===== src/hdl/iseq_pkg.sv =====
// Purpose: shared constants and types of the instruction sequencer
// Assumes: one 40 MHz clock, APB register access
// Notes: register offsets are byte addresses
package iseq_pkg;
    // ========================================
    // widths
    localparam int PC_W = 13;
    localparam int PCL_W = 8;
    localparam int PAGE_W = 5;
    localparam int INSTR_W = 16;
    localparam int STK_DEPTH = 8;
    localparam int STK_IDX_W = 3;
    localparam int LVL_W = 4;
    localparam int APB_AW = 8;
    // ========================================
    // reset values and stack limit
    localparam logic [PC_W-1:0] RESET_PC = 13'h0000;
    localparam logic [LVL_W-1:0] LVL_EMPTY = 4'h0;
    localparam logic [LVL_W-1:0] LVL_FULL = 4'h8;
    localparam logic CTRL_RUN_RST = 1'b1;
    // ========================================
    // register map
    localparam logic [APB_AW-1:0] ADDR_PCL = 8'h00;
    localparam logic [APB_AW-1:0] ADDR_CTRL = 8'h04;
    localparam logic [APB_AW-1:0] ADDR_STAT = 8'h08;
    localparam logic [APB_AW-1:0] ADDR_PC = 8'h0C;
    // ========================================
    // field positions
    localparam int CTRL_RUN_BIT = 0;
    localparam int STAT_LVL_LSB = 0;
    localparam int STAT_FULL_BIT = 4;
    localparam int STAT_OVF_BIT = 5;
    localparam int STAT_IRQP_BIT = 6;
    localparam int STAT_DUMMY_BIT = 7;
    localparam int STAT_PH_LSB = 8;
    // ========================================
    // instruction cycle phases
    typedef enum logic [1:0] {
        PH_T1 = 2'b00,
        PH_T2 = 2'b01,
        PH_T3 = 2'b10,
        PH_T4 = 2'b11
    } iseq_phase_t;
endpackage


===== src/hdl/iseq_int_if.sv =====
// Purpose: internal carrier between sequencer core, phase divider and stack
// Assumes: single clock domain
// Notes: none
`timescale 1ns/1ps
`default_nettype none
interface iseq_int_if;
    import iseq_pkg::*;
    // phase divider
    logic run;
    logic t1;
    logic t2;
    logic t4;
    iseq_phase_t phase;
    // return stack
    logic push;
    logic pop;
    logic [PC_W-1:0] push_data;
    logic [PC_W-1:0] pop_data;
    logic [LVL_W-1:0] level;
    logic full;
    logic ovf;
    modport phs (input run, output t1, output t2, output t4, output phase);
    modport stk (input push, input pop, input push_data,
        output pop_data, output level, output full, output ovf);
    modport core (output run, input t1, input t2, input t4, input phase,
        output push, output pop, output push_data,
        input pop_data, input level, input full, input ovf);
endinterface
`default_nettype wire


===== src/hdl/iseq_core.sv =====
// Purpose: instruction sequencer with program counter and return stack
// Assumes: program memory returns data one clock after its read strobe
// Notes: decoder flow controls are sampled at T4 of the execute cycle
// Notes on behaviour
// - clock split into four phases per cycle
// - T1 advances counter and starts fetch
// - T2 to T4 decode and execute held word
// - fetch overlaps execute, one per cycle
// - jumps and calls flush, take two cycles
// - met skip discards prefetch, dummy cycle
// - counter steps by one otherwise
// - full target loaded on branch, irq, reset
// - thirteen-bit counter, low byte writable, whole counter readable
// - low byte readable and writable
// - low byte write jumps within page
// - low byte write inserts dummy cycle
// - eight-level stack, contents not software visible
// - call or irq acknowledge pushes prefetched address
// - returns pop counter from stack
// - reset empties stack pointer
// - full stack latches irq, withholds acknowledge
// - call on full stack drops oldest
// - reset starts fetch at address zero
//
// The address map and the APB interface to the registers were decided locally.
`timescale 1ns/1ps
`default_nettype none
module iseq_core
    import iseq_pkg::*;
(
    // clock and reset
    input wire logic pclk,
    input wire logic presetn,
    // apb slave
    input wire logic psel,
    input wire logic penable,
    input wire logic pwrite,
    input wire logic [APB_AW-1:0] paddr,
    input wire logic [31:0] pwdata,
    output logic [31:0] prdata,
    output logic pready,
    output logic pslverr,
    // program memory
    output logic [PC_W-1:0] pm_addr,
    output logic pm_rd,
    input wire logic [INSTR_W-1:0] pm_data,
    // instruction decoder
    output logic [INSTR_W-1:0] instr,
    output logic instr_valid,
    output logic [1:0] phase,
    output logic [PCL_W-1:0] pc_low_byte,
    input wire logic dec_jump,
    input wire logic dec_call,
    input wire logic dec_ret,
    input wire logic dec_interrupt_return,
    input wire logic dec_skip,
    input wire logic dec_pcl_wr,
    input wire logic [PCL_W-1:0] dec_pcl_data,
    input wire logic [PC_W-1:0] dec_target,
    // interrupt logic
    input wire logic irq_req,
    input wire logic [PC_W-1:0] irq_vector,
    output logic irq_ack,
    output logic interrupt_return_done
);
    iseq_int_if ib ();

    logic [PC_W-1:0] pc_q;
    logic [PC_W-1:0] pc_d;
    logic [PC_W-1:0] fetch_addr_q;
    logic [PC_W-1:0] pm_addr_q;
    logic pm_rd_q;
    logic [INSTR_W-1:0] fetch_ir_q;
    logic fetch_v_q;
    logic [INSTR_W-1:0] exec_ir_q;
    logic exec_v_q;
    logic run_q;
    logic ovf_q;
    logic irq_pend_q;
    logic irq_ack_q;
    logic interrupt_return_q;
    logic [PCL_W-1:0] spcl_q;
    logic spcl_pend_q;
    logic [31:0] prdata_q;
    logic exec_go;
    logic do_ret;
    logic do_call;
    logic do_jmp;
    logic do_dpcl;
    logic do_skip;
    logic do_spcl;
    logic do_irq;
    logic flow;
    logic flush;
    logic apb_wr;
    logic apb_setup;
    logic mapped;
    logic [31:0] rd_mux;

    // ========================================
    // submodules
    iseq_phase u_phase (
        .pclk(pclk),
        .presetn(presetn),
        .bus(ib.phs)
    );

    iseq_stack u_stack (
        .pclk(pclk),
        .presetn(presetn),
        .bus(ib.stk)
    );

    assign ib.run = run_q;

    // ========================================
    // flow decisions at end of execute cycle
    assign exec_go = exec_v_q && ib.t4;
    assign do_ret = exec_go && (dec_ret || dec_interrupt_return);
    assign do_call = exec_go && dec_call && !do_ret;
    assign do_jmp = exec_go && dec_jump && !do_ret && !do_call;
    assign do_dpcl = exec_go && dec_pcl_wr && !do_ret && !do_call && !do_jmp;
    assign flow = do_ret || do_call || do_jmp || do_dpcl;
    assign do_skip = exec_go && dec_skip && !flow;
    // software writes wait for a cycle free of other flow changes
    assign do_spcl = ib.t4 && spcl_pend_q && !flow && !do_skip;
    // a full stack holds the request off until a return frees a level
    assign do_irq = ib.t4 && irq_pend_q && !ib.full && !flow && !do_skip
        && !do_spcl;
    assign flush = flow || do_skip || do_spcl || do_irq;

    // ========================================
    // stack control
    assign ib.push = do_call || do_irq;
    assign ib.pop = do_ret;
    // the prefetched address is the one not yet executed
    assign ib.push_data = fetch_addr_q;

    // ========================================
    // next program counter
    always_comb begin
        pc_d = pc_q;
        if (do_ret) begin
            pc_d = ib.pop_data;
        end else if (do_call || do_jmp) begin
            pc_d = dec_target;
        end else if (do_dpcl) begin
            pc_d = {pc_q[PC_W-1:PCL_W], dec_pcl_data};
        end else if (do_spcl) begin
            pc_d = {pc_q[PC_W-1:PCL_W], spcl_q};
        end else if (do_irq) begin
            pc_d = irq_vector;
        end else if (ib.t1) begin
            pc_d = pc_q + 13'h0001;
        end
    end

    always_ff @(posedge pclk or negedge presetn) begin
        if (!presetn) begin
            pc_q <= RESET_PC;
        end else begin
            pc_q <= pc_d;
        end
    end

    // ========================================
    // fetch stage
    always_ff @(posedge pclk or negedge presetn) begin
        if (!presetn) begin
            pm_addr_q <= RESET_PC;
            pm_rd_q <= 1'b0;
            fetch_addr_q <= RESET_PC;
            fetch_ir_q <= 16'h0000;
            fetch_v_q <= 1'b0;
        end else begin
            pm_rd_q <= ib.t1;
            if (ib.t1) begin
                pm_addr_q <= pc_q;
                fetch_addr_q <= pc_q;
                fetch_v_q <= 1'b1;
            end
            // memory answers one clock after the strobe, so the word stands in T3
            if (run_q && (ib.phase == PH_T3)) begin
                fetch_ir_q <= pm_data;
            end
        end
    end

    // ========================================
    // execute stage
    always_ff @(posedge pclk or negedge presetn) begin
        if (!presetn) begin
            exec_ir_q <= 16'h0000;
            exec_v_q <= 1'b0;
        end else if (ib.t4) begin
            exec_ir_q <= fetch_ir_q;
            exec_v_q <= fetch_v_q && !flush;
        end
    end

    // ========================================
    // interrupt hand-off
    always_ff @(posedge pclk or negedge presetn) begin
        if (!presetn) begin
            irq_pend_q <= 1'b0;
            irq_ack_q <= 1'b0;
            interrupt_return_q <= 1'b0;
        end else begin
            irq_ack_q <= do_irq;
            interrupt_return_q <= do_ret && dec_interrupt_return;
            // a new request in the acknowledge cycle stays latched
            if (irq_req) begin
                irq_pend_q <= 1'b1;
            end else if (do_irq) begin
                irq_pend_q <= 1'b0;
            end
        end
    end

    // ========================================
    // apb register file
    assign apb_setup = psel && !penable;
    assign apb_wr = psel && penable && pwrite;
    assign mapped = (paddr == ADDR_PCL) || (paddr == ADDR_CTRL)
        || (paddr == ADDR_STAT) || (paddr == ADDR_PC);

    always_comb begin
        rd_mux = 32'h0000_0000;
        unique case (paddr)
            ADDR_PCL: rd_mux[PCL_W-1:0] = pc_q[PCL_W-1:0];
            ADDR_CTRL: rd_mux[CTRL_RUN_BIT] = run_q;
            ADDR_STAT: begin
                rd_mux[STAT_LVL_LSB +: LVL_W] = ib.level;
                rd_mux[STAT_FULL_BIT] = ib.full;
                rd_mux[STAT_OVF_BIT] = ovf_q;
                rd_mux[STAT_IRQP_BIT] = irq_pend_q;
                rd_mux[STAT_DUMMY_BIT] = !exec_v_q;
                rd_mux[STAT_PH_LSB +: 2] = ib.phase;
            end
            ADDR_PC: rd_mux[PC_W-1:0] = pc_q;
            default: rd_mux = 32'h0000_0000;
        endcase
    end

    // read data is latched in setup so it comes from a flop
    always_ff @(posedge pclk or negedge presetn) begin
        if (!presetn) begin
            prdata_q <= 32'h0000_0000;
        end else if (apb_setup) begin
            prdata_q <= rd_mux;
        end
    end

    always_ff @(posedge pclk or negedge presetn) begin
        if (!presetn) begin
            run_q <= CTRL_RUN_RST;
        end else if (apb_wr && (paddr == ADDR_CTRL)) begin
            run_q <= pwdata[CTRL_RUN_BIT];
        end
    end

    // the write is held until a T4 so it acts as a page jump
    always_ff @(posedge pclk or negedge presetn) begin
        if (!presetn) begin
            spcl_q <= 8'h00;
            spcl_pend_q <= 1'b0;
        end else if (apb_wr && (paddr == ADDR_PCL)) begin
            spcl_q <= pwdata[PCL_W-1:0];
            spcl_pend_q <= 1'b1;
        end else if (do_spcl) begin
            spcl_pend_q <= 1'b0;
        end
    end

    // overflow is sticky, write one to clear, a new overflow wins
    always_ff @(posedge pclk or negedge presetn) begin
        if (!presetn) begin
            ovf_q <= 1'b0;
        end else if (ib.ovf) begin
            ovf_q <= 1'b1;
        end else if (apb_wr && (paddr == ADDR_STAT) && pwdata[STAT_OVF_BIT]) begin
            ovf_q <= 1'b0;
        end
    end

    // ========================================
    // outputs
    assign prdata = prdata_q;
    assign pready = 1'b1;
    assign pslverr = psel && penable && !mapped;
    assign pm_addr = pm_addr_q;
    assign pm_rd = pm_rd_q;
    assign instr = exec_ir_q;
    assign instr_valid = exec_v_q;
    assign phase = ib.phase;
    assign pc_low_byte = pc_q[PCL_W-1:0];
    assign irq_ack = irq_ack_q;
    assign interrupt_return_done = interrupt_return_q;
    // stack contents and level are deliberately kept off every port
    // except the status word, whose only writable bit clears overflow
endmodule
`default_nettype wire


===== src/hdl/iseq_phase.sv =====
// Purpose: four-phase instruction cycle divider
// Assumes: run gates the whole sequence
// Notes: phase strobes are one-cycle enables, no derived clocks
`timescale 1ns/1ps
`default_nettype none
module iseq_phase
    import iseq_pkg::*;
(
    // clock and reset
    input wire logic pclk,
    input wire logic presetn,
    // carrier
    iseq_int_if.phs bus
);
    iseq_phase_t ph_q;

    // ========================================
    // phase counter
    always_ff @(posedge pclk or negedge presetn) begin
        if (!presetn) begin
            ph_q <= PH_T1;
        end else if (bus.run) begin
            unique case (ph_q)
                PH_T1: ph_q <= PH_T2;
                PH_T2: ph_q <= PH_T3;
                PH_T3: ph_q <= PH_T4;
                PH_T4: ph_q <= PH_T1;
            endcase
        end
    end

    assign bus.phase = ph_q;
    assign bus.t1 = bus.run && (ph_q == PH_T1);
    assign bus.t2 = bus.run && (ph_q == PH_T2);
    assign bus.t4 = bus.run && (ph_q == PH_T4);
endmodule
`default_nettype wire


===== src/hdl/iseq_stack.sv =====
// Purpose: eight-level return stack for program counter values
// Assumes: push and pop never in the same cycle
// Notes: circular store, so a push when full drops the oldest entry
`timescale 1ns/1ps
`default_nettype none
module iseq_stack
    import iseq_pkg::*;
(
    // clock and reset
    input wire logic pclk,
    input wire logic presetn,
    // carrier
    iseq_int_if.stk bus
);
    logic [PC_W-1:0] mem [STK_DEPTH];
    logic [STK_IDX_W-1:0] top_q;
    logic [LVL_W-1:0] lvl_q;
    logic ovf_q;
    logic [STK_IDX_W-1:0] rd_idx;

    assign rd_idx = top_q - 3'h1;

    // ========================================
    // storage
    always_ff @(posedge pclk) begin
        if (bus.push) begin
            mem[top_q] <= bus.push_data;
        end
    end

    // ========================================
    // level pointer
    always_ff @(posedge pclk or negedge presetn) begin
        if (!presetn) begin
            top_q <= 3'h0;
            lvl_q <= LVL_EMPTY;
            ovf_q <= 1'b0;
        end else begin
            ovf_q <= bus.push && (lvl_q == LVL_FULL);
            if (bus.push) begin
                top_q <= top_q + 3'h1;
                if (lvl_q != LVL_FULL) begin
                    lvl_q <= lvl_q + 4'h1;
                end
            end else if (bus.pop) begin
                top_q <= rd_idx;
                if (lvl_q != LVL_EMPTY) begin
                    lvl_q <= lvl_q - 4'h1;
                end
            end
        end
    end

    assign bus.pop_data = mem[rd_idx];
    assign bus.level = lvl_q;
    assign bus.full = (lvl_q == LVL_FULL);
    assign bus.ovf = ovf_q;
endmodule
`default_nettype wire


===== config.mk =====
export PLATFORM = sky130hd
export DESIGN_NAME = iseq_core
export DESIGN_NICKNAME = d
export VERILOG_FILES = /design/src/hdl/iseq_pkg.sv /design/src/hdl/iseq_int_if.sv /design/src/hdl/iseq_core.sv /design/src/hdl/iseq_phase.sv /design/src/hdl/iseq_stack.sv
export SDC_FILE = /design/constraint.sdc
export NUM_CORES = 1
export LEC_CHECK = 0
export BUFFER_PORTS_ARGS = -buffer_cell sky130_fd_sc_hd__buf_2
export CORE_ASPECT_RATIO = 0.6
export CORE_MARGIN = 1
export CORE_UTILIZATION = 45
export CTS_CLUSTER_SIZE = 14
export DETAILED_ROUTE_END_ITERATION = 12
export HOLD_SLACK_MARGIN = 0.05
export PLACE_DENSITY_LB_ADDON = 0.05
export SLEW_MARGIN = 20
export SYNTH_ARGS = -nofsm -noshare
export SYNTH_HDL_FRONTEND = slang
export SYNTH_HIERARCHICAL = 1
export SYNTH_SLANG_ARGS = --single-unit

===== constraint.sdc =====
create_clock -name pclk -period 6.11 [get_ports pclk]
set_clock_uncertainty 0.2 [all_clocks]
set_input_delay 0.3055 -clock pclk [delete_from_list [all_inputs] [get_ports pclk]]
set_output_delay 0.3055 -clock pclk [all_outputs]
set_load 0.01 [all_outputs]

; ---- Word level (Yosys, flattened, before mapping)
; Memories as Yosys holds them, arrays and structs flattened.
; Cells that the tools add are included.
; Widths: inputs -> output; s select.
[word_totals]
ff_bits = 98
ramBits = 104
word_cells = 133
n_memories = 1
[mem_list]
columns = name, words, word_bits, read_ports, rd_ports_with_merged_regs, wr, line_no
row1 = u_stack.mem, 8, 13, 1, 0, 1, iseq_stack.sv:15  ; logic [PC_W-1:0] mem [STK_DEPTH];
[classes]
n_addsub = 5
eq_ne = 11
mux = 25
reduce_logical = 71
[ops]
columns = operator, count
row1 = $mux 13, 6
row2 = $logic_and 1x1->1, 35
row3 = $eq 8x4->1 const B, 2
row4 = $mux 4, 4
row5 = $pmux 7 s2, 1
row6 = $add 13x1->13 const B, 1
row7 = $logic_or 1x1->1, 12
row8 = $logic_not 1->1, 11
row9 = $reduce_bool 2->1, 5
row10 = $mux 3, 3
row11 = $eq 8x3->1 const B, 1
row12 = $logic_not 8->1, 1
row13 = $mux 1, 8
row14 = $pmux 2 s4, 1
row15 = $reduce_bool 4->1, 2
row16 = $ne 3x2->1 const B, 2
row17 = $reduce_and 3->1, 2
row18 = $reduce_bool 6->1, 1
row19 = $add 4x1->4 const B, 1
row20 = $eq 2x2->1 const B, 2
row21 = $eq 4x4->1 const B, 1
row22 = $ne 4x4->1 const B, 1
row23 = $pmux 2 s2, 1
row24 = $sub 4x1->4 const B, 1
row25 = other kinds (7), 7

; ---- Depth between registers and ports, before layout
[depth]
depth_word = 22
ltp_mapped = 13

; ---- Hierarchy
; The synthesis kept the hierarchy.
[by_module_without_submodules]
columns = mod, n_inst, cells_per_inst, area_per_inst_um2
row1 = iseq_core, 1, 399, 4519.3
row2 = iseq_stack, 1, 206, 4469.3
row3 = iseq_phase, 1, 16, 161.4

; ---- Worst setup path before layout
; OpenSTA, ideal clock, no wires.
[synth_timing]
path_kind = reg2reg
start = register u_phase.ph_q[0], in the netlist u_phase/bus.phase[0]
end = memory u_stack.mem[2][0] (enable)
setup_time_ns = 0.400
arrival_ns = 2.872
t_required_ns = 5.510
path_slack_ns = 2.638
path_stages_with_launch = 11
path_buffers = 3
synth_period_minus_slack_ns = 3.472
cell_sequence = dfrtp_1 -> ha_1 -> and2_2 -> buf_6 -> o211ai_1 -> inv_1 -> clkbuf_1 -> o21ai_0 -> buf_2 -> nand2_1 -> nor3_1
[synth_via]
elab_chain_cells = 20
elab_cells_between_ends = 35
[synth_rtl]
columns = element, line_no
row1 = "start, declared", iseq_phase.sv:15  ; iseq_phase_t ph_q;
row2 = "start signal, assigned", iseq_phase.sv:21  ; ph_q <= PH_T1;
row3 = "start signal, assigned", iseq_phase.sv:24  ; PH_T1: ph_q <= PH_T2;
row4 = "start signal, assigned", iseq_phase.sv:25  ; PH_T2: ph_q <= PH_T3;
row5 = $eq 2x2->1 *, iseq_phase.sv:35  ; assign bus.t4 = bus.run && (ph_q == PH_T4);
row6 = $logic_and 1x1->1 *, iseq_phase.sv:35
row7 = named net ib.t4, iseq_int_if.sv:12  ; logic t4;
row8 = $logic_and 1x1->1 *, iseq_core.sv:118  ; assign exec_go = exec_v_q && ib.t4;
row9 = $logic_and 1x1->1 *, iseq_core.sv:119  ; assign do_ret = exec_go && (dec_ret || dec_interrupt_return);
row10 = named net do_ret, iseq_core.sv:86  ; logic do_ret;
row11 = $logic_not 1->1, "iseq_core.sv:120, iseq_core.sv:121, iseq_core.sv:122"
row12 = $logic_and 1x1->1, iseq_core.sv:120  ; assign do_call = exec_go && dec_call && !do_ret;
row13 = [7 not listed], n/a
row14 = $logic_not 1->1, "iseq_core.sv:126, iseq_core.sv:128"
row15 = $logic_and 1x1->1, iseq_core.sv:126  ; assign do_spcl = ib.t4 && spcl_pend_q && !flow && !do_skip;
row16 = $logic_not 1->1, iseq_core.sv:129  ; && !do_spcl;
row17 = $logic_and 1x1->1, iseq_core.sv:129
row18 = $logic_or 1x1->1 *, iseq_core.sv:134  ; assign ib.push = do_call || do_irq;
row19 = named net ib.push, iseq_int_if.sv:15  ; logic push;
row20 = $mux 1 *, iseq_stack.sv:26  ; if (bus.push) begin
row21 = $mux 1 (implied by the code) *, iseq_stack.sv:27  ; mem[top_q] <= bus.push_data;
row22 = "end, declared", iseq_stack.sv:15
; The timed path passes the listed nets; every way through them passes the cells marked *.

; ---- Worst setup path in the final report
[layout_timing]
start = register u_phase.ph_q[1], in the netlist u_phase/bus.phase[1]
end = register pc_q[7]
[layout_via]
elab_chain_cells = 22
elab_cells_between_ends = 41
[layout_rtl]
columns = element, line_no
row1 = $eq 2x2->1 *, iseq_phase.sv:35
row2 = $logic_and 1x1->1 *, iseq_phase.sv:35
row3 = named net ib.t4, iseq_int_if.sv:12
row4 = $logic_and 1x1->1, iseq_core.sv:118
row5 = $logic_and 1x1->1, iseq_core.sv:119
row6 = $logic_not 1->1, "iseq_core.sv:120, iseq_core.sv:121, iseq_core.sv:122"
row7 = $logic_and 1x1->1, iseq_core.sv:120
row8 = $logic_not 1->1, "iseq_core.sv:121, iseq_core.sv:122"
row9 = [7 not listed], n/a
row10 = $logic_and 1x1->1, iseq_core.sv:126
row11 = $logic_not 1->1, iseq_core.sv:129
row12 = $logic_and 1x1->1, iseq_core.sv:129
row13 = $mux 13, iseq_core.sv:151  ; end else if (do_irq) begin
row14 = $mux 13, iseq_core.sv:149  ; end else if (do_spcl) begin
row15 = $mux 13, iseq_core.sv:147  ; end else if (do_dpcl) begin
row16 = $mux 13, iseq_core.sv:145  ; end else if (do_call || do_jmp) begin
row17 = $mux 13, iseq_core.sv:143  ; if (do_ret) begin
row18 = "end signal, assigned", iseq_core.sv:162  ; pc_q <= pc_d;
row19 = "end, declared", iseq_core.sv:68  ; logic [PC_W-1:0] pc_q;
; The timed path passes the listed nets; every way through them passes the cells marked *. The select of a mux whose other input is x is not followed.
; A chain may end at the register's enable or synchronous reset.

==> flow_summary.ini <==
[cts]
clkLatencyLatePin_ns = 0.49
cts-root-buf = clkbuf_16
cts.clk_slew.worst_paths_ns = 0.07
cts_setup_buffers = 0
post_cts_resized = 0
clockBufferDepth = 3
cts.htree.levels = 1
ctsHoldBuffers = 52
cts_buffers = 20
clkSinkCount = 202
tritoncts = done

[route]
routed_wl_um = 22100
vias_per_cell = 5.54
drt-pass1-iter-count = 5
ant_nets = 0
wl_per_cell_um = 20.5
drc = 0
drtIter0Drc = 500
dr_total_vias = 5988

[worst_setup_path]
cp_max_fo = 28
end_kind = register
worst_setup_path_start_kind = register
worstReg2RegStart = u_phase/bus.phase[1]$_DFFE_PN0P_
crit_chain = ha_1 > and2_2 > o211ai_1 > buf_4 > and2_0 > a21o_1 > a211o_1 > a31oi_1 > dlygate4sd3_1
cp.required_ns = 6.34
reg2reg_slack_ns = 2.17
critPathArrivalTime_ns = 4.17
reg2reg_to = pc_q[7]$_DFFE_PN0P_
crit_family = compound AO/OA/AOI/OAI gates
worst_path_max_delay_cell = and2_2
worstSetupPathType = register to register
cp_num_buf_inv = 2
cp_slowest_stage_delay_ns = 0.57
worst_r2r_path_depth = 9

[floorplan]
start_util_pct = 47.0
rows = 39
pin_count = 179
fp.dieW_um = 186
die_h_um = 112
die-area_um2 = 20900
core_um2 = 19400

[global_routing]
gr-total-overflow = 0
antenna_found_initial = 0
grt_pass1_wl_um = 34800
grt_max_degree = 76
track_usage_pct = 22.1
grt_pass1_vias = 6053

[timing]
slew_headroom_pct = 32.6
rsz0062_at_grt = no
fin_crit_sh_pct = 64.4
fmaxAchievable_mhz = 254
period_minus_slack_ns = 3.94
finalSetupViolCount = 0
finalHoldViolCount = 0
tns_ns = 0
maxSlewViolCount = 0
max_slew.worst_pin.slew_ns = 1.01

[logic_synthesis]
syn_area_per_cell_um2 = 14.7
yosysWarnings = 6
netlist_area_um2 = 9130
synth_cells = 619

[worst_hold_path]
whs_endpoint = prdata[8]$_DFFE_PN0P_
min_path_cells = 4
min-delay-start = paddr[7]
hold_class = input port to register

[power_and_ir_drop]
sw_frac_of_total_pct = 23.0
power_density_nw_per_um2 = 272
p_int_mw = 2.32
ir_drop_uv = 157
seq_power_share_pct = 52.6
clkPwrFrac_pct = 40.2
p_leak_nw = 4.66
p_sw_mw = 0.692
power_mw = 3.01
pwr-share-comb_pct = 7.2

[flow_run]
drv_cap = 0

[cells_and_area]
antenna_cells = 0
final_nets = 913
fillerInstances = 1630
synthToLayoutAreaGrowth_pct = 21.2
drive_gt1_share_pct = 35.7

[place]
hpwl_um = 15600
place_congestion = 0.882
io_buffers = 134

[outcome]
outcome = completed
## worst max-delay path by stage
| stage | start | end | slack [ns] | cells after the start |
|---|---|---|---|---|
| 2_1_floorplan | u_phase/bus.phase[1]$_DFFE_PN0P_ | u_stack/mem[2][0]$_DFFE_PP_ | 2.65 | 10 |
| 3_3_place_gp | u_phase/bus.phase[1]$_DFFE_PN0P_ | u_stack/mem[2][5]$_DFFE_PP_ | 2.39 | 11 |
| 3_5_place_dp | u_phase/bus.phase[1]$_DFFE_PN0P_ | u_stack/mem[2][5]$_DFFE_PP_ | 2.33 | 11 |
| 4_1_cts | u_phase/bus.phase[1]$_DFFE_PN0P_ | pc_q[11]$_DFFE_PN0P_ | 2.29 | 9 |
| 5_1_grt | u_phase/bus.phase[1]$_DFFE_PN0P_ | pc_q[0]$_DFFE_PN0P_ | 1.90 | 8 |
| 6_report | u_phase/bus.phase[1]$_DFFE_PN0P_ | pc_q[7]$_DFFE_PN0P_ | 2.17 | 9 |
## cell type report
class	instances	area, um2	share of cell area [%]
inverter	10	38.8	0.351
sequential	202	5580	50.4
tap	266	333	3.01
timing repair buffer	201	1310	11.8
clock buffer	30	583	5.27
multi-input combinational	366	3170	28.6
clock inverter	6	56.3	0.509
## stage by stage
step	util, %	hold slack [ns]	std cells	worst slack (ns)	cell area (um2)
floorplan	-	-0.190	637	2.65	9200
global placement	51.0	0.0138	993	2.39	9900
detailed placement	51.0	0.0209	993	2.33	9900
CTS	57.0	0.0539	1081	2.29	11100
global route	57.0	0.0717	1081	1.90	11100
finish	57.0	0.0608	1081	2.17	11100
## flip-flops by register name, summed over array words and instances (netlist names), 2 cells and up
signal and count:
spcl_q 8, u_stack/bus.level 4, prdata 13, u_stack/mem 104, pm_addr 13, u_phase/bus.phase 2, pc_q 13, u_stack/top_q 3
fetch_ir_q 16, instr 16
## routing by layer
| metal | up-vias | track usage [%] | part of all wire (%) |
|---|---|---|---|
| met5 | - | 0 | 0 |
| met4 | 0 | 4.10 | 1.3 |
| met3 | 31 | 4.45 | 7.0 |
| met2 | 231 | 32.0 | 44 |
| met1 | 3042 | 34.5 | 48 |
| li1 | 2684 | - | - |
## power by group through the flow
| stage | Clock (mW) | Combinational [mW] | Sequential (mW) |
|---|---|---|---|
| floorplan | 0 | 0.111 | 1.58 |
| global placement | 0 | 0.179 | 1.61 |
| detailed placement | 0 | 0.183 | 1.61 |
| CTS | 1.23 | 0.216 | 1.58 |
| global route | 1.30 | 0.237 | 1.59 |
| finish | 1.21 | 0.215 | 1.58 |
## worst register-to-register path, cell delays in order, from the launching register on
cell and delay [ns]:
dfrtp_1 0.47, ha_1 0.18, and2_2 0.57, o211ai_1 0.20, buf_4 0.25, and2_0 0.53, a21o_1 0.45, a211o_1 0.29
a31oi_1 0.18, dlygate4sd3_1 0.57
## layout by cell type (no fill, tap or decap), types with 5 or more instances in the layout
master,n
a211o_1,7
dlygate4sd3_1,52
nand4_1,6
dfrtp_1,96
o22ai_1,11
conb_1,20
clkbuf_16,21
and3_1,7
mux4_2,27
buf_4,16
xnor2_1,5
mux2_2,68
a2111oi_0,5
a31oi_1,7
edfxtp_1,104
nand3_1,8
nand2_1,33
ha_1,9
o21ai_0,17
nor2_1,25
a22oi_1,8
buf_2,133
nand2b_1,6
nor3_1,5
a21o_1,8
xor2_1,9
clkbuf_1,6
inv_1,8
a21oi_1,12
Note: power is estimated with default switching activity, not from simulation.
